==> config.mk <==
export PLATFORM = sky130hd
export DESIGN_NAME = dw_droop_wake
export DESIGN_NICKNAME = d
export VERILOG_FILES = /design/src/rtl/dw_pkg.sv /design/src/rtl/dw_link_if.sv /design/src/rtl/dw_droop_wake.sv /design/src/rtl/dw_pcd_filter.sv /design/src/rtl/dw_wake_gen.sv
export SDC_FILE = /design/constraint.sdc
export NUM_CORES = 1
export LEC_CHECK = 0
export BUFFER_PORTS_ARGS = -buffer_cell sky130_fd_sc_hd__buf_2
export CORE_AREA = 2 2 110 112
export CTS_BUF_LIST = sky130_fd_sc_hd__clkbuf_2
export CTS_CLUSTER_DIAMETER = 30
export DETAILED_ROUTE_END_ITERATION = 10
export DIE_AREA = 0 0 112 114
export GPL_TIMING_DRIVEN = 0
export PLACE_DENSITY_LB_ADDON = 0.25
export SYNTH_ARGS = -nofsm -noshare
export SYNTH_HDL_FRONTEND = slang
export SYNTH_SLANG_ARGS = --single-unit
==> constraint.sdc <==
create_clock -name clk_sys -period 3.05 [get_ports clk_sys]
set_input_delay 0.1525 -clock clk_sys [delete_from_list [all_inputs] [get_ports clk_sys]]
set_output_delay 0.1525 -clock clk_sys [all_outputs]
set_load 0.01 [all_outputs]
==> src/rtl/dw_pkg.sv <==
// Purpose: Shared constants and types for the droop wake and enable-switch block
// Assumes: 200 MHz system clock; supply level arrives as an unsigned digital code
// Notes:   Times are kept in ns as printed, the maximum switching period in ms; cycle counts are derived from the ns ones

package dw_pkg;

  // ----------------------------------------
  // Clock and data widths
  // ----------------------------------------
  localparam int CLK_MHZ   = 200;
  localparam int VDD_W     = 10;
  localparam int PERIOD_W  = 16;
  localparam int COUNT_W   = 6;

  // ----------------------------------------
  // Reference scaling
  // ----------------------------------------
  localparam int REF_NUM   = 97;
  localparam int REF_DEN   = 100;

  // ----------------------------------------
  // Timing
  // ----------------------------------------
  localparam int PCD_MIN_NS     = 500;
  localparam int PCD_MIN_CYC    = (PCD_MIN_NS * CLK_MHZ + 999) / 1000;
  localparam int WAKE_PULSE_NS  = 1000;
  localparam int WAKE_PULSE_CYC = (WAKE_PULSE_NS * CLK_MHZ) / 1000;
  localparam int WAKE_REP_NS    = 30000;
  localparam int WAKE_REP_CYC   = (WAKE_REP_NS * CLK_MHZ) / 1000;
  localparam int ENS_QUAL_NS    = 57000;
  localparam int ENS_QUAL_CYC   = (ENS_QUAL_NS * CLK_MHZ) / 1000;
  localparam int DISS_QUAL_NS   = 177000;
  localparam int DISS_QUAL_CYC  = (DISS_QUAL_NS * CLK_MHZ + 999) / 1000;
  localparam int MAX_SWITCHING_PERIOD_MS     = 40;

  // ----------------------------------------
  // Cycle counts for the enable switch
  // ----------------------------------------
  localparam int DISS_COUNT = 63;
  localparam int ENS_COUNT  = 32;

  // ----------------------------------------
  // Wake sequencer states
  // ----------------------------------------
  typedef enum logic [1:0] {
    ws_idle,
    ws_pulse,
    ws_gap
  } dw_wake_state_type;

endpackage

==> src/rtl/dw_link_if.sv <==
// Purpose: Carries detection and wake signals between the top and its helpers
// Assumes: All members on clk_sys
// Notes:   run doubles as the lockout gate for the helpers
`timescale 1ns/10ps

interface dw_link_if;
  logic run;
  logic alert_low;
  logic mask;
  logic pcd;
  logic wake_req;
  logic pulse;

  modport top  (output run, output alert_low, output mask, input pcd, output wake_req, input pulse);
  modport filt (input run, input alert_low, input mask, output pcd);
  modport gen  (input run, input wake_req, output pulse);
endinterface

==> src/rtl/dw_droop_wake.sv <==
// Purpose: Droop monitor control: reference hold, wake signalling, enable switch
// Assumes: uvlo_ok comes from a hysteretic supply comparator; vdd_level is a code
// Notes:   Open-drain pins: out is always low, oe high while pulling down
`timescale 1ns/10ps

module dw_droop_wake #(
  parameter int PCD_MIN_CYC  = dw_pkg::PCD_MIN_CYC,
  parameter int WAKE_PLS_CYC = dw_pkg::WAKE_PULSE_CYC,
  parameter int WAKE_REP_CYC = dw_pkg::WAKE_REP_CYC,
  parameter int ENS_CYC      = dw_pkg::ENS_QUAL_CYC,
  parameter int DISS_CYC     = dw_pkg::DISS_QUAL_CYC,
  parameter int DISS_COUNT   = dw_pkg::DISS_COUNT,
  parameter int ENS_COUNT    = dw_pkg::ENS_COUNT
) (
  input  wire logic                     clk_sys,
  input  wire logic                     nrst,
  input  wire logic                     uvlo_ok,
  input  wire logic [dw_pkg::VDD_W-1:0] vdd_level,
  input  wire logic                     alert_in,
  output logic                          alert_out,
  output logic                          alert_oe,
  output logic                          ens_out,
  output logic                          ens_oe,
  output logic                          wake_active,
  output logic                          ref_valid,
  output logic [dw_pkg::VDD_W-1:0]      droop_ref
);

  localparam int VW = dw_pkg::VDD_W;
  localparam int PW = dw_pkg::PERIOD_W;
  localparam int CW = dw_pkg::COUNT_W;

  localparam logic [PW-1:0] ENS_LIM  = PW'(ENS_CYC);
  localparam logic [PW-1:0] DISS_LIM = PW'(DISS_CYC);
  localparam logic [PW-1:0] PER_SAT  = PW'(DISS_CYC + 1);
  localparam logic [CW-1:0] DIS_LAST = CW'(DISS_COUNT - 1);
  localparam logic [CW-1:0] EN_FULL  = CW'(ENS_COUNT);

  // ----------------------------------------
  // Elaboration checks
  // ----------------------------------------
  if (ENS_CYC < 1 || ENS_CYC >= DISS_CYC || DISS_CYC + 1 >= (1 << PW)) begin : g_chk_per
    $error("dw_droop_wake: need 1 <= ENS_CYC < DISS_CYC < 2**PERIOD_W - 1");
  end
  if (DISS_COUNT < 1 || DISS_COUNT >= (1 << CW) || ENS_COUNT < 1 || ENS_COUNT >= (1 << CW)) begin : g_chk_cnt
    $error("dw_droop_wake: counts must fit COUNT_W bits");
  end
  if (PCD_MIN_CYC < 1 || WAKE_PLS_CYC < 1 || WAKE_REP_CYC <= WAKE_PLS_CYC) begin : g_chk_tim
    $error("dw_droop_wake: need detect and wake timing of at least one cycle");
  end

  // ----------------------------------------
  // Helpers
  // ----------------------------------------
  function automatic logic [VW-1:0] scale_ref(input logic [VW-1:0] v);
    logic [VW+6:0] prod;
    prod      = (VW + 7)'(v) * (VW + 7)'(dw_pkg::REF_NUM);
    scale_ref = VW'(prod / (VW + 7)'(dw_pkg::REF_DEN));
  endfunction

  dw_link_if link ();

  dw_pcd_filter #(
    .MIN_CYC (PCD_MIN_CYC)
  ) u_filt (
    .clk_sys (clk_sys),
    .nrst    (nrst),
    .link    (link)
  );

  dw_wake_gen #(
    .PULSE_CYC (WAKE_PLS_CYC),
    .REP_CYC   (WAKE_REP_CYC)
  ) u_gen (
    .clk_sys (clk_sys),
    .nrst    (nrst),
    .link    (link)
  );

  // Wake pulses are masked from detection while driving and the cycle before
  assign link.run       = uvlo_ok;
  assign link.alert_low = alert_in;
  assign link.mask      = link.pulse || alert_oe;
  assign link.wake_req  = wake_active;

  // ----------------------------------------
  // Reference hold and droop compare
  // ----------------------------------------
  logic [VW-1:0] next_droop_ref;
  logic          next_ref_valid;
  logic          next_wake_active;
  logic          below;

  assign below = ref_valid && (vdd_level < droop_ref);

  always_comb begin
    next_droop_ref   = droop_ref;
    next_ref_valid   = ref_valid;
    next_wake_active = wake_active;
    if (!uvlo_ok) begin
      next_droop_ref   = '0;
      next_ref_valid   = 1'b0;
      next_wake_active = 1'b0;
    end else if (link.pcd) begin
      // Detection both refreshes the threshold and ends any wake burst
      next_droop_ref   = scale_ref(vdd_level);
      next_ref_valid   = 1'b1;
      next_wake_active = 1'b0;
    end else if (below) begin
      next_wake_active = 1'b1;
    end
  end

  always_ff @(posedge clk_sys or negedge nrst) begin
    if (!nrst) begin
      droop_ref   <= '0;
      ref_valid   <= 1'b0;
      wake_active <= 1'b0;
    end else begin
      droop_ref   <= next_droop_ref;
      ref_valid   <= next_ref_valid;
      wake_active <= next_wake_active;
    end
  end

  // ----------------------------------------
  // Alert pin driver
  // ----------------------------------------
  logic next_alert_oe;
  logic next_alert_out;

  always_comb begin
    next_alert_oe  = uvlo_ok && wake_active && link.pulse;
    // Open-drain: the data bit never leaves low
    next_alert_out = 1'b0;
  end

  always_ff @(posedge clk_sys or negedge nrst) begin
    if (!nrst) begin
      alert_oe  <= 1'b0;
      alert_out <= 1'b0;
    end else begin
      alert_oe  <= next_alert_oe;
      alert_out <= next_alert_out;
    end
  end

  // ----------------------------------------
  // Switching period measurement
  // ----------------------------------------
  logic [PW-1:0] period;
  logic [PW-1:0] next_period;
  logic          have_prev;
  logic          next_have_prev;
  logic          is_short;
  logic          is_long;

  assign is_short = period < ENS_LIM;
  assign is_long  = period > DISS_LIM;

  // Gaps past the maximum switching period are only ever seen as long
  always_comb begin
    next_period = period;
    if (!uvlo_ok) begin
      next_period = '0;
    end else if (link.pcd) begin
      // Restart timing from this detection
      next_period = PW'(1);
    end else if (period != PER_SAT) begin
      // Saturates: anything past the disable interval is simply long
      next_period = period + PW'(1);
    end
  end

  always_ff @(posedge clk_sys or negedge nrst) begin
    if (!nrst) begin
      period <= '0;
    end else begin
      period <= next_period;
    end
  end

  // ----------------------------------------
  // First detection after lockout
  // ----------------------------------------
  // The first detection has no earlier one to time against
  always_comb begin
    next_have_prev = have_prev;
    if (!uvlo_ok) begin
      next_have_prev = 1'b0;
    end else if (link.pcd) begin
      next_have_prev = 1'b1;
    end
  end

  always_ff @(posedge clk_sys or negedge nrst) begin
    if (!nrst) begin
      have_prev <= 1'b0;
    end else begin
      have_prev <= next_have_prev;
    end
  end

  // ----------------------------------------
  // Enable switch events
  // ----------------------------------------
  logic          count_evt;
  logic          en_done;
  logic          sw_on;
  logic          next_sw_on;
  logic [CW-1:0] dis_cnt;
  logic [CW-1:0] next_dis_cnt;
  logic [CW-1:0] en_cnt;
  logic [CW-1:0] next_en_cnt;
  logic          next_ens_oe;
  logic          next_ens_out;

  // Only detections move the counts; wake bursts alone never do
  assign count_evt = uvlo_ok && link.pcd && have_prev;
  assign en_done   = is_short && (en_cnt >= EN_FULL - CW'(1));

  // ----------------------------------------
  // Consecutive long-period count
  // ----------------------------------------
  always_comb begin
    next_dis_cnt = dis_cnt;
    if (!uvlo_ok) begin
      next_dis_cnt = '0;
    end else if (count_evt && !sw_on) begin
      if (!is_long) begin
        next_dis_cnt = '0;
      end else if (dis_cnt == DIS_LAST) begin
        next_dis_cnt = '0;
      end else begin
        next_dis_cnt = dis_cnt + CW'(1);
      end
    end
  end

  always_ff @(posedge clk_sys or negedge nrst) begin
    if (!nrst) begin
      dis_cnt <= '0;
    end else begin
      dis_cnt <= next_dis_cnt;
    end
  end

  // ----------------------------------------
  // Cumulative short-period count
  // ----------------------------------------
  // Counted in both switch states, so a full count re-enables at once
  always_comb begin
    next_en_cnt = en_cnt;
    if (!uvlo_ok) begin
      next_en_cnt = '0;
    end else if (count_evt) begin
      if (sw_on && en_done) begin
        next_en_cnt = '0;
      end else if (is_short && en_cnt != EN_FULL) begin
        next_en_cnt = en_cnt + CW'(1);
      end
    end
  end

  always_ff @(posedge clk_sys or negedge nrst) begin
    if (!nrst) begin
      en_cnt <= '0;
    end else begin
      en_cnt <= next_en_cnt;
    end
  end

  // ----------------------------------------
  // Switch state and pin
  // ----------------------------------------
  // The wide gap between the two intervals keeps the switch from chattering
  always_comb begin
    next_sw_on = sw_on;
    if (!uvlo_ok) begin
      next_sw_on = 1'b0;
    end else if (count_evt) begin
      if (!sw_on) begin
        next_sw_on = is_long && (dis_cnt == DIS_LAST);
      end else if (en_done) begin
        next_sw_on = 1'b0;
      end
    end
  end

  always_comb begin
    next_ens_oe  = next_sw_on;
    next_ens_out = 1'b0;
  end

  always_ff @(posedge clk_sys or negedge nrst) begin
    if (!nrst) begin
      sw_on   <= 1'b0;
      ens_oe  <= 1'b0;
      ens_out <= 1'b0;
    end else begin
      sw_on   <= next_sw_on;
      ens_oe  <= next_ens_oe;
      ens_out <= next_ens_out;
    end
  end

endmodule

==> src/rtl/dw_pcd_filter.sv <==
// Purpose: Qualifies power cycles seen on the alert pin
// Assumes: alert_low is synchronous, high while the pin is below detect level
// Notes:   Pulse comes at the release of a long enough low phase
`timescale 1ns/10ps

module dw_pcd_filter #(
  parameter int MIN_CYC = dw_pkg::PCD_MIN_CYC
) (
  input  wire logic clk_sys,
  input  wire logic nrst,
  dw_link_if.filt   link
);

  localparam int CW = $clog2(MIN_CYC + 1);

  logic [CW-1:0] low_cnt;
  logic [CW-1:0] next_low_cnt;
  logic          pcd;
  logic          next_pcd;

  if (MIN_CYC < 1) begin : g_chk
    $error("dw_pcd_filter: MIN_CYC must be at least 1");
  end

  // ----------------------------------------
  // Low-phase timer
  // ----------------------------------------
  always_comb begin
    next_low_cnt = low_cnt;
    next_pcd     = 1'b0;
    if (!link.run || link.mask) begin
      // Own wake pulses must never look like a power cycle
      next_low_cnt = '0;
    end else if (link.alert_low) begin
      if (low_cnt != CW'(MIN_CYC)) begin
        next_low_cnt = low_cnt + CW'(1);
      end
    end else begin
      next_pcd     = (low_cnt == CW'(MIN_CYC));
      next_low_cnt = '0;
    end
  end

  always_ff @(posedge clk_sys or negedge nrst) begin
    if (!nrst) begin
      low_cnt <= '0;
      pcd     <= 1'b0;
    end else begin
      low_cnt <= next_low_cnt;
      pcd     <= next_pcd;
    end
  end

  assign link.pcd = pcd;

endmodule

==> src/rtl/dw_wake_gen.sv <==
// Purpose: Wake pulse oscillator, short pulses at a fixed repeat period
// Assumes: wake_req is a level held by the top while wake is wanted
// Notes:   Dropping wake_req ends a pulse at once
`timescale 1ns/10ps

module dw_wake_gen #(
  parameter int PULSE_CYC = dw_pkg::WAKE_PULSE_CYC,
  parameter int REP_CYC   = dw_pkg::WAKE_REP_CYC
) (
  input  wire logic clk_sys,
  input  wire logic nrst,
  dw_link_if.gen    link
);

  localparam int CW = $clog2(REP_CYC + 1);

  dw_pkg::dw_wake_state_type state;
  dw_pkg::dw_wake_state_type next_state;
  logic [CW-1:0]             cnt;
  logic [CW-1:0]             next_cnt;

  if (PULSE_CYC < 1 || REP_CYC <= PULSE_CYC) begin : g_chk
    $error("dw_wake_gen: need 1 <= PULSE_CYC < REP_CYC");
  end

  // ----------------------------------------
  // Pulse sequencer
  // ----------------------------------------
  always_comb begin
    next_state = state;
    next_cnt   = cnt + CW'(1);
    if (!link.run || !link.wake_req) begin
      next_state = dw_pkg::ws_idle;
      next_cnt   = '0;
    end else begin
      unique case (state)
        dw_pkg::ws_idle: begin
          next_state = dw_pkg::ws_pulse;
          next_cnt   = '0;
        end
        dw_pkg::ws_pulse: begin
          if (cnt == CW'(PULSE_CYC - 1)) begin
            next_state = dw_pkg::ws_gap;
          end
        end
        dw_pkg::ws_gap: begin
          if (cnt == CW'(REP_CYC - 1)) begin
            next_state = dw_pkg::ws_pulse;
            next_cnt   = '0;
          end
        end
        default: begin
          next_state = dw_pkg::ws_idle;
          next_cnt   = '0;
        end
      endcase
    end
  end

  always_ff @(posedge clk_sys or negedge nrst) begin
    if (!nrst) begin
      state <= dw_pkg::ws_idle;
      cnt   <= '0;
    end else begin
      state <= next_state;
      cnt   <= next_cnt;
    end
  end

  assign link.pulse = (state == dw_pkg::ws_pulse) && link.wake_req;

endmodule

### Word level (Yosys, flattened, before mapping)

Cells that the tools add are included.

| operators by class | value |
|---|---|
| $add $sub $neg | 5 |
| $mul | 1 |
| div/mod/pow operators | 1 |
| magnitude comparators | 4 |
| eq/ne operators | 18 |
| muxes and demuxes | 34 |
| reductions and logical operators | 20 |

Operators by type and width:

| kind | count |
|---|---|
| 16-bit two-way mux | 3 |
| 6-bit two-way mux | 8 |
| 13-bit two-way mux | 2 |
| 13-bit one-hot mux with 2 select lines | 1 |
| 7-bit two-way mux | 3 |
| 10-bit two-way mux | 2 |
| 3-bit by 1-bit != test with 1-bit output (second input constant) | 6 |
| 17-bit by 7-bit divider with 17-bit output (second input constant) | 1 |
| 10-bit by 7-bit multiplier with 17-bit output (second input constant) | 1 |
| 16-bit by 1-bit adder with 16-bit output (second input constant) | 1 |
| 16-bit > comparator (second input constant) | 1 |
| 16-bit by 14-bit < comparator with 1-bit output (second input constant) | 1 |
| 16-bit != test (second input constant) | 1 |
| 13-bit by 1-bit adder with 13-bit output (second input constant) | 1 |
| 13-bit equality test (second input constant) | 1 |
| 13-bit by 8-bit equality test with 1-bit output (second input constant) | 1 |
| 6-bit by 1-bit adder with 6-bit output (second input constant) | 2 |
| 1-bit logical AND | 11 |
| 1-bit two-way mux | 11 |
| 10-bit < comparator | 1 |
| 7-bit by 1-bit adder with 7-bit output (second input constant) | 1 |
| 7-bit equality test (second input constant) | 1 |
| 7-bit != test (second input constant) | 1 |
| 6-bit equality test (second input constant) | 1 |
| other kinds (11) | 20 |

| storage, ports and cells | value |
|---|---|
| register bits after elaboration | 65 |
| input bits | 14 |
| output and inout bits | 16 |

### Depth between registers and ports, before layout

Gate-level depths: netlist of run 1.

| depth | value |
|---|---|
| depth after elaboration | 6 |
| mapped depth | 37 |
| mapped depth without buffers | 33 |

### By module

From an unflattened synthesis of run 1, not the netlist that was laid out.

| unflattened totals | value |
|---|---|
| cell total of the unflattened synthesis | 896 |
| area, all modules | 7586.0 sq um |

By module, submodules not included:

| module | instances | cells an instance | area each (sq um) | sequential area each (sq um) |
|---|---|---|---|---|
| dw_droop_wake | 1 | 772 | 6352.3 | 1051.0 |
| dw_wake_gen | 1 | 83 | 817.0 | 375.4 |
| dw_pcd_filter | 1 | 41 | 416.6 | 200.2 |

### Worst setup path after synthesis of run 1

Ideal clock, no wire load.

| timing | value |
|---|---|
| path type | input to register |
| start | input port vdd_level[3] (netlist name) |
| end | register droop_ref[0] (netlist name) |
| library setup time | 0.131 ns |
| arrival time | 8.288 ns |
| required time | 2.919 ns |
| setup slack | -5.370 ns |
| stages on the path | 34 |
| path buffers | 2 |
| cells stage by stage | inv_1 -> ha_1 -> ha_1 -> ha_1 -> fa_1 -> ha_1 -> and2_4 -> a221o_1 -> or4_4 -> and4_1 -> buf_6 -> nand3_1 -> mux2_2 -> o31ai_2 -> nor2_1 -> a2111o_1 -> and3_1 -> buf_6 -> nor3b_1 -> o41ai_2 -> nor2_1 -> a311o_1 -> o31ai_4 -> a311o_1 -> nor2_2 -> mux2i_1 -> o32a_1 -> a221o_1 -> o211a_4 -> xnor2_2 -> a21oi_2 -> a311oi_1 -> o32ai_1 -> a21boi_1 |

| between the ends | value |
|---|---|
| word-level cells in the longest chain between the ends | 4 |

Ends and longest elaborated chain:

| element | RTL line | RTL |
|---|---|---|
| start, declared | dw_droop_wake.sv:18 | `input wire logic [dw_pkg::VDD_W-1:0] vdd_level,` |
| 10-bit by 7-bit multiplier with 17-bit output | dw_droop_wake.sv:57 | `prod = (VW + 7)'(v) * (VW + 7)'(dw_pkg::REF_NUM);` |
| 17-bit by 7-bit divider with 17-bit output | dw_droop_wake.sv:58 | `scale_ref = VW'(prod / (VW + 7)'(dw_pkg::REF_DEN));` |
| 10-bit two-way mux | dw_droop_wake.sv:104 | `end else if (link.pcd) begin` |
| 10-bit two-way mux | dw_droop_wake.sv:100 | `if (!uvlo_ok) begin` |
| end signal, assigned | dw_droop_wake.sv:120 | `droop_ref <= next_droop_ref;` |
| end, declared | dw_droop_wake.sv:26 | `output logic [dw_pkg::VDD_W-1:0] droop_ref` |

Every way passes these cells. The select of a mux whose other input is x is not followed.
A chain may end at the register's enable or synchronous reset.

### Worst setup path after layout of run 1

Ends and elaborated chain as after synthesis.

==> results of run 1 <==
final cells by class:
type,instances,area (um2),share of cell area
multi-input cells,700,6040,0.655
flip-flops and latches,65,1630,0.176
repair buffers,118,972,0.105
well taps,147,184,0.0199
inverters,42,161,0.0175
plain buffers,17,119,0.0129
clock inverters,7,71.3,0.00773
clock buffers,9,45.0,0.00488
path summary, 6_finish.rpt:
kind | from | to | slack [ns] | cells after the start
worst min register to register | u_gen.cnt[0] | u_gen.cnt[0] | 0.49 | 1
worst max-delay path | vdd_level[3] | droop_ref[0] | -5.20 | 37
worst min-delay path | vdd_level[9] | wake_active | 0.17 | 5
max in group asynchronous | nrst | u_gen.cnt[5] | 2.28 | 2
min in group asynchronous | nrst | period[2] | 0.23 | 2
worst max register to register | period[4] | en_cnt[3] | 0.54 | 9
routing by layer:
layer	track usage	up-vias	wire [um]
li1	-	3334	-
met1	0.386	3498	8780
met2	0.504	341	10200
met3	0.0664	88	1460
met4	0.0577	0	626
met5	0	-	0
flip-flops by register name, summed over array words and instances, names as in the netlist:
signal	cells
have_prev	1
u_filt.link.pcd	1
alert_oe	1
u_filt.low_cnt	7
period	16
en_cnt	6
dis_cnt	6
wake_active	1
sw_on	1
u_gen.cnt	13
droop_ref	10
u_gen.state	2
worst max-delay path, delay by kind of cell:
kind / cells / cell delay (ns)
AO/OA/AOI/OAI: 19 / 4.86
adder cells (fa/ha/maj): 5 / 1.50
buffers and inverters: 8 / 1.02
AND/OR/NAND/NOR: 4 / 0.96
XOR/XNOR: 1 / 0.23
repair_timing:
action,CTS,global route
setup buffers,61,28
hold buffers,3,0
gates resized for setup,103,73
hold endpoints to repair,67,0
pin swaps,55,45
setup endpoints to repair,10,10
Yosys cell counts (all sizes together), types with 9 or more instances:
library cell  count
inv              41
and2             10
nor2b             9
dfrtp            65
buf               9
nand2            66
a211oi            9
or3              14
clkbuf           12
o31ai            11
ha               73
o21ai            46
and3             18
o21a             18
nor3             33
or2               9
mux2i            11
nand3            41
nor2             81
a21oi            49
xnor2            29
a21boi            9
xor2             21
logic make-up (layout without fill, tap and decap cells):
logic type | Yosys count | count (layout)
AOI/OAI and AO/OA | 232 | 232
DFF | 65 | 65
buffers and inverters | 63 | 193
and+or+nand+nor | 322 | 322
xor gates and xnor gates | 50 | 50
muxes | 15 | 15
adders and majority gates | 79 | 79
other | 1 | 2
metrics by stage:
stage | setup WS (ns) | setup TNS (ns)
3_5_place_dp | -6.28 | -39.51
5_1_grt | -5.47 | -34.21
6_report | -5.20 | -32.47
4_1_cts | -4.95 | -30.46
3_3_place_gp | -6.20 | -38.96
2_1_floorplan | -5.10 | -30.43
==> impl_metrics.csv, run 1 <==
group,metric,value,unit
run_status,status,"finished, violations left",
run_status,violations,"setup timing",
die,rows,40,
layout,syn_to_final_growth,32.2,%
synth,synthTopCellsByArea,"dfrtp_1 (23%), ha_1 (13%), nor2_1 (4.1%), nand2_1 (3.6%), xnor2_1 (3.4%)",
sta,hold_violations,0,
layout,layout-drive-gt1-share,0.316,
critical_path,crit_required,3.51,ns
critical_path,path_common_cell,"ha_4",
synth,synth-compound-area-share,0.258,
route,vias,7261,
die,start_util,0.596,
route,wl_per_cell,19.1,um
layout,nNetsFinal,1042,
clock_tree,clock_latency,0.55,ns
critical_path,start_kind,"input port",
route,detail_route.first_pass.iterations,5,
critical_path,worstSetupPathType,"input port to flip-flop",
layout,instances_no_fill,1105,
layout,layout_commonest_cell,"nor2_1",
synth,synth_fa_ha_area_frac,0.143,
grt,grt_max_degree,66,
die,die-area,12800,um2
synth,ys_types,103,
clock_tree,ctsHtreeMaxLevel,3,
route,viasPerCell,6.57,
placement,place_inst,1002,
placement,dp_hpwl,12700,um
run,drv_cap,0,
synth,synth_area_per_cell,8.43,um2
critical_path,critPathArrivalTime,8.70,ns
synth,synth_top_family_by_area,"compound AO/OA/AOI/OAI gates",
synth,yosysWarningCount,0,
critical_path,cpMaxStageDelayCell,"o41a_1",
grt,grt_pass1_wl,31500,um
grt,antenna_found_initial,0,
sta,whs,0.170,ns
layout,fillers,721,
synth,netlist_instances,827,
die,core,11700,um2
synth,synth_top_area_frac,0.233,
layout,diodes,0,
critical_path,cp-end-kind,"flip-flop",
grt,grt_overflow,0,
placement,place_area,7580,um2
synth,yosys_register_bits,65,
sta,finalSetupViolations,10,
placement,io_buffers,27,
route,drt_iter0_markers,594,
sta,rsz0062_at_grt,"yes",
critical_path,critPathMaxStageDelay,0.51,ns
placement,gp_congestion,0.918,
clock_tree,clock-sinks,65,
synth,yosys.area_share.xor_xnor,0.0671,
synth,synth_ff_type,"dfrtp_1",
sta,worst_pin_slew,1.06,ns
synth,synth-edff-count,0,
clock_tree,cts_tree,"built",
layout,layout_common_cells,"nor2_1 (67), dfrtp_1 (65), ha_1 (63), buf_4 (63), nand2_1 (61)",
layout,fin_util,0.788,
synth,synthMuxAreaShare,0.0233,
clock_tree,clk_pin_slew_worst_paths,0.20,ns
clock_tree,clk_path_buf_depth,2,
sta,final-max-slew-violation-count,0,
die,boundaryPins,30,
synth,netlist_area,6980,um2
sta,fin_skew,0.0191,ns
synth,synth_top_area_cell,"dfrtp_1",
sta,fin_crit,8.25,ns
layout,design_area,9220,um2
sta,timing.final.ws_setup,-5.20,ns
synth,ys_seq_area_frac,0.233,
route,drcViolationCount,0,
clock_tree,cts_root_buffer,"clkbuf_2",
sta,worst_slew_margin_rel,0.293,
die,die_h,114,um
sta,fmax,0.121,GHz
worst_hold_path,hold_path.class,"input port to flip-flop",
grt,grt_usage,0.294,
route,drt_wl_total,21100,um
die,die_x,112,um
synth,yosys.area_share.simple,0.238,
grt,grt_pass1_vias,6742,
sta,min_period_over_period,2.70,
critical_path,critPathMaxFanout,5,
synth,async_reset_ff_frac,1.00,
route,ant_nets,0,
clock_tree,cts_buffers,9,
Power of run 1 is not shown: default switching activity piles up to over one toggle a cycle in this logic, so the estimate is an artifact.
==> run 2: changes to the inputs <==
--- a/config.mk
+++ b/config.mk
@@ -13,6 +13,7 @@
 export DIE_AREA = 0 0 112 114
 export GPL_TIMING_DRIVEN = 0
 export PLACE_DENSITY_LB_ADDON = 0.25
+export SETUP_SLACK_MARGIN = 0.05
 export SYNTH_ARGS = -nofsm -noshare
 export SYNTH_HDL_FRONTEND = slang
 export SYNTH_SLANG_ARGS = --single-unit
==> constraint.sdc (replaced) <==
create_clock -name clk_sys -period 10 [get_ports clk_sys]
set_input_delay 0.5 -clock clk_sys [delete_from_list [all_inputs] [get_ports clk_sys]]
set_output_delay 0.5 -clock clk_sys [all_outputs]
set_load 0.01 [all_outputs]
==> run 2 against run 1 <==
Against the previous run:
- die area stayed put
- critical path depth fell by 2
- core utilization down 15 points
- the flow now finishes without violations
- register-to-register slack better by 7.0 ns
==> impl_metrics.csv, run 2 (same netlist as run 1, synthesis figures left out) <==
group,metric,value,unit
layout,layout-drive-gt1-share,0.128,
clock_tree,cts_tree,"built",
clock_tree,ctsHtreeMaxLevel,3,
grt,grt_overflow,0,
sta,fmax,0.104,GHz
die,die-area,12800,um2
route,viasPerCell,6.29,
route,top_layer,"met5",
layout,largestRegisters,"period: 16 flops, u_gen.cnt: 13 flops, droop_ref: 10 flops",
route,route.met3.wl,875,um
worst_hold_path,hold_path.class,"input port to async pin",
clock_tree,clk_path_buf_depth,2,
sta,min_period_over_period,0.962,
route,drt_wl_total,17200,um
sta,timing.final.ws_setup,0.382,ns
route,wl_per_cell,16.9,um
layout,nNetsFinal,958,
route,drt_iter0_markers,378,
sta,fin_tns_setup,0,ns
placement,post-place-ws,-0.302,ns
grt,grt_pass1_wl,28900,um
clock_tree,clock_latency,0.52,ns
critical_path,path_common_cell,"ha_1",
layout,design_area,7470,um2
sta,rsz0062_at_grt,"no",
critical_path,crit_required,10.43,ns
placement,gp_congestion,0.879,
route,ant_nets,0,
sta,fin_crit,9.62,ns
grt,grt_max_degree,66,
die,rows,40,
critical_path,critPathMaxStageDelay,0.54,ns
sta,hold_violations,0,
layout,largest_reg_flops,16,
grt,grt_pass1_vias,6126,
clock_tree,clock-sinks,65,
critical_path,cp-end-kind,"flip-flop",
route,vias,6426,
sta,final-max-slew-violation-count,0,
placement,dp_hpwl,13200,um
sta,fin_skew,0.0128,ns
layout,syn_to_final_growth,7.14,%
die,die_h,114,um
sta,worst_pin_slew,0.846,ns
layout,top_register,"period",
sta,finalSetupViolations,0,
grt,grt_usage,0.271,
clock_tree,clk_pin_slew_worst_paths,0.19,ns
layout,layout_common_cells,"nor2_1 (77), ha_1 (73), nand2_1 (66)",
route,wl_met2,7950,um
die,boundaryPins,30,
critical_path,critPathMaxFanout,8,
layout,diodes,0,
die,core,11700,um2
sta,worst_slew_margin_rel,0.436,
clock_tree,cts_buffers,9,
critical_path,critPathArrivalTime,10.05,ns
die,die_x,112,um
placement,io_buffers,27,
die,start_util,0.596,
route,drcViolationCount,0,
critical_path,cp_top_family,"compound AO/OA/AOI/OAI gates",
placement,place_area,7300,um2
route,detail_route.first_pass.iterations,5,
critical_path,cp_num_buf_inv,4,
run,drv_cap,0,
critical_path,start_kind,"input port",
critical_path,worstSetupPathType,"input port to flip-flop",
route,met1_length,8150,um
layout,layout_commonest_cell,"nor2_1",
clock_tree,cts_root_buffer,"clkbuf_2",
clock_tree,cts_hold_buf,0,
grt,antenna_found_initial,1,
critical_path,cpMaxStageDelayCell,"or4_4",
run_status,status,"complete, no violations",
[run 2: layout make-up]
type                            instances  area, um2
Tap cell                              147        184
Clock buffer                           10       50.0
Sequential cell                        65       1630
Inverter                               42        158
Multi-Input combinational cell        700       5130
Timing Repair Buffer                   30        160
Buffer                                 21        104
Fill cell                            1043       4240
Clock inverter                          6       58.8
[run 2: final timing paths]
check | from | endpoint | slack [ns] | depth (start not counted)
setup / recovery | vdd_level[3] | droop_ref[0] | 0.38 | 35
hold / removal | nrst | dis_cnt[2] | 0.06 | 1
setup reg to reg | period[4] | en_cnt[3] | 7.51 | 9
hold reg to reg | u_gen.cnt[0] | u_gen.cnt[0] | 0.47 | 1
max in group asynchronous | nrst | u_gen.cnt[4] | 9.41 | 1
min in group clk_sys | alert_in | u_filt.link.pcd | 0.16 | 2
[run 2: metrics by stage]
step	std cells	utilization	hold slack [ns]
floorplan	828	-	0.204
global placement	1002	0.623	0.438
detailed placement	1002	0.623	0.454
CTS	1018	0.633	0.0502
global route	1021	0.638	0.0682
finish	1021	0.638	0.0583
[run 2: layer usage]
| layer | global-route usage | vias up |
|---|---|---|
| li1 | - | 3161 |
| met1 | 0.370 | 3079 |
| met2 | 0.449 | 159 |
| met3 | 0.0515 | 25 |
| met4 | 0.0659 | 2 |
| met5 | 0 | - |
[run 2: what timing repair did]
action | 4_1_cts | 5_1_grt
resized for setup | 0 | 6
buffers inserted | 0 | 3
endpoints found under the setup margin | 0 | 2
Power of run 2 is left out for the same reason.
==> run 3: changes to the inputs <==
--- a/config.mk
+++ b/config.mk
@@ -5,12 +5,13 @@
 export SDC_FILE = /design/constraint.sdc
 export NUM_CORES = 1
 export LEC_CHECK = 0
+export ABC_AREA = 1
 export BUFFER_PORTS_ARGS = -buffer_cell sky130_fd_sc_hd__buf_2
-export CORE_AREA = 2 2 110 112
+export CORE_AREA = 2 2 106 108
 export CTS_BUF_LIST = sky130_fd_sc_hd__clkbuf_2
 export CTS_CLUSTER_DIAMETER = 30
 export DETAILED_ROUTE_END_ITERATION = 10
-export DIE_AREA = 0 0 112 114
+export DIE_AREA = 0 0 108 110
 export GPL_TIMING_DRIVEN = 0
 export PLACE_DENSITY_LB_ADDON = 0.25
 export SETUP_SLACK_MARGIN = 0.05
==> run 3 against run 2 <==
Against the previous run:
- fmax is 26% higher
- wire length fell by 21%
- final cell count grew 12%
- sequential share of layout area up 1.6 points
- die area down 7.0%
- largest cell class unchanged
- highest routed layer is now met4
- critical endpoint unchanged
- flip-flop and latch count is the same
==> impl_metrics.csv, run 3 <==
group,metric,value,unit
placement,place_inst,1129,
layout,fillers,1020,
grt,grt_max_degree,66,
placement,io_buffers,27,
synth,synthTopCellsByArea,"dfrtp_1 (25%), nand2_1 (14%), ha_1 (14%), inv_1 (8.6%), nand3_1 (5.3%)",
synth,ys_seq_area_frac,0.248,
grt,grt_util_met3,0.0359,
die,start_util,0.614,
sta,final-max-slew-violation-count,0,
critical_path,cpMaxStageDelayCell,"fa_1",
placement,dp_hpwl,10800,um
layout,layout-drive-gt1-share,0.125,
critical_path,worst-r2r-cell-count,15,
sta,finalSetupViolations,0,
clock_tree,post-cts-setup-buffers,0,
critical_path,critPathMaxStageDelay,0.46,ns
die,die-area,11900,um2
run,drv_cap,0,
route,drt_iter0_markers,348,
synth,synth_ff_type,"dfrtp_1",
worst_hold_path,hold_path.class,"input port to async pin",
synth,synthMostInstantiatedCell,"nand2_1",
clock_tree,ctsResizeCount,0,
synth,synth_top_area_frac,0.248,
synth,yosys_register_bits,65,
synth,synth_top_area_cell,"dfrtp_1",
run_status,status,"complete, no violations",
route,detail_route.first_pass.iterations,5,
clock_tree,clk_path_buf_depth,2,
layout,layout_common_cells,"nand2_1 (247), inv_1 (151), nor2_1 (80)",
synth,synthTopCellsByCount,"nand2_1 (247), inv_1 (151), nor2_1 (80)",
critical_path,critPathMaxFanout,8,
grt,grtUsageMet2,0.437,
route,vias,5962,
synth,netlist_area,6570,um2
clock_tree,cts_buffers,9,
sta,worst_slew_margin_rel,0.443,
critical_path,path_common_cell,"nand2_2",
route,drcViolationCount,0,
placement,gp_congestion,0.877,
grt,grt_overflow,0,
clock_tree,ctsHtreeMaxLevel,3,
layout,syn_to_final_growth,6.02,%
critical_path,rrSetupSlack,7.59,ns
layout,largest_reg_flops,16,
synth,yosysWarningCount,0,
critical_path,r2r_end,"en_cnt[4]",
critical_path,start_kind,"input port",
sta,fmax,0.131,GHz
critical_path,r2r_start,"period[5]",
die,rows,38,
die,die_x,108,um
sta,rsz0062_at_grt,"no",
layout,largestRegisters,"period: 16 flops, u_gen.cnt: 13 flops, droop_ref: 10 flops",
die,boundaryPins,30,
grt,antenna_found_initial,1,
sta,fin_skew,0.0318,ns
synth,synth_area_per_cell,6.83,um2
synth,ys_types,45,
die,core,10700,um2
route,drt_wl_total,13500,um
layout,layout_commonest_cell,"nand2_1",
clock_tree,clock-sinks,65,
synth,async_reset_ff_frac,1.00,
route,viasPerCell,5.21,
critical_path,crit_required,10.44,ns
sta,fin_tns_setup,0,ns
critical_path,critPathArrivalTime,8.07,ns
clock_tree,cts_tree,"built",
grt,top_usage_layer,"met2",
sta,hold_violations,0,
sta,fin_crit,7.63,ns
clock_tree,cts_hold_buf,0,
clock_tree,clk_pin_slew_worst_paths,0.19,ns
layout,top_register,"period",
clock_tree,clock_latency,0.52,ns
grt,grt_usage,0.248,
critical_path,cp-end-kind,"flip-flop",
layout,instances_no_fill,1145,
layout,nNetsFinal,1089,
die,die_h,110,um
route,ant_nets,0,
synth,synth-edff-count,0,
route,wl_per_cell,11.8,um
grt,grt_pass1_vias,5581,
sta,worst_pin_slew,0.836,ns
sta,min_period_over_period,0.763,
synth,netlist_instances,961,
critical_path,worstSetupPathType,"input port to flip-flop",
grt,grt_pass1_wl,24000,um
grt,grt_use_met1,0.312,
clock_tree,cts_root_buffer,"clkbuf_2",
run 3: cell count changes in the layout (fill, tap and decap cells not counted), moves of 11 or more:
cell	previous run	this run
o21a_1	18	6
a21oi_1	45	28
or3_1	14	0
nand4_1	6	22
nand2_4	0	11
nand2_1	66	247
nand2_2	0	34
xnor2_1	27	3
and3_1	18	0
nand3_1	41	69
inv_1	40	151
run 3: cell families (layout without fill, tap and decap cells):
logic type,count (synthesis),in the layout,share of synthesized area
AOI/OAI and AO/OA,101,101,0.0888
xor gates and xnor gates,22,22,0.0305
adders and majority gates,75,75,0.145
buffers and inverters,167,209,0.0966
DFF,65,65,0.248
other,1,3,0.000571
and+or+nand+nor,530,530,0.391
run 3: how the worst max path moves through the flow:
stage / end / start
finish: droop_ref[0] / vdd_level[3]
global route: droop_ref[0] / vdd_level[3]
CTS: droop_ref[0] / vdd_level[3]
detailed placement: droop_ref[0] / vdd_level[3]
global placement: droop_ref[0] / vdd_level[3]
floorplan: droop_ref[0] / vdd_level[3]
run 3: worst max-delay path, delay by kind of cell:
| kind | cells | cell delay, ns |
|---|---|---|
| fa+ha+maj | 5 | 1.78 |
| compound gates | 3 | 0.53 |
| simple gates | 41 | 4.33 |
| xor+xnor | 2 | 0.56 |
| buf+inv | 3 | 0.36 |
run 3: routing by layer:
layer / routed length [um] / vias to the layer above
met2: 6410 / 70
met1: 6480 / 2685
met5: 0 / -
met3: 474 / 15
li1: - / 3192
met4: 185 / 0
run 3: area by class of cell:
cell class	count	area, um2	share of cell area
antenna	1	2.50	0.000359
buffer	6	30.0	0.00431
clock buffer	11	55.1	0.00791
clock inverter	4	21.3	0.00305
inverter	161	604	0.0868
multi-input combinational	730	4310	0.619
sequential	65	1630	0.234
tap	140	175	0.0252
timing repair buffer	27	138	0.0198
run 3: per-stage QoR:
stage                util  cell area [um2]  worst slack (ns)  hold WS (ns)
floorplan               -             6570              2.89         0.204
detailed placement  0.644             6880              1.81         0.457
finish              0.651             6960              2.37        0.0293
global placement    0.643             6880              1.93         0.457
global route        0.651             6960              1.56        0.0682
CTS                 0.651             6960              2.38        0.0816
Power of run 3 is left out for the same reason.
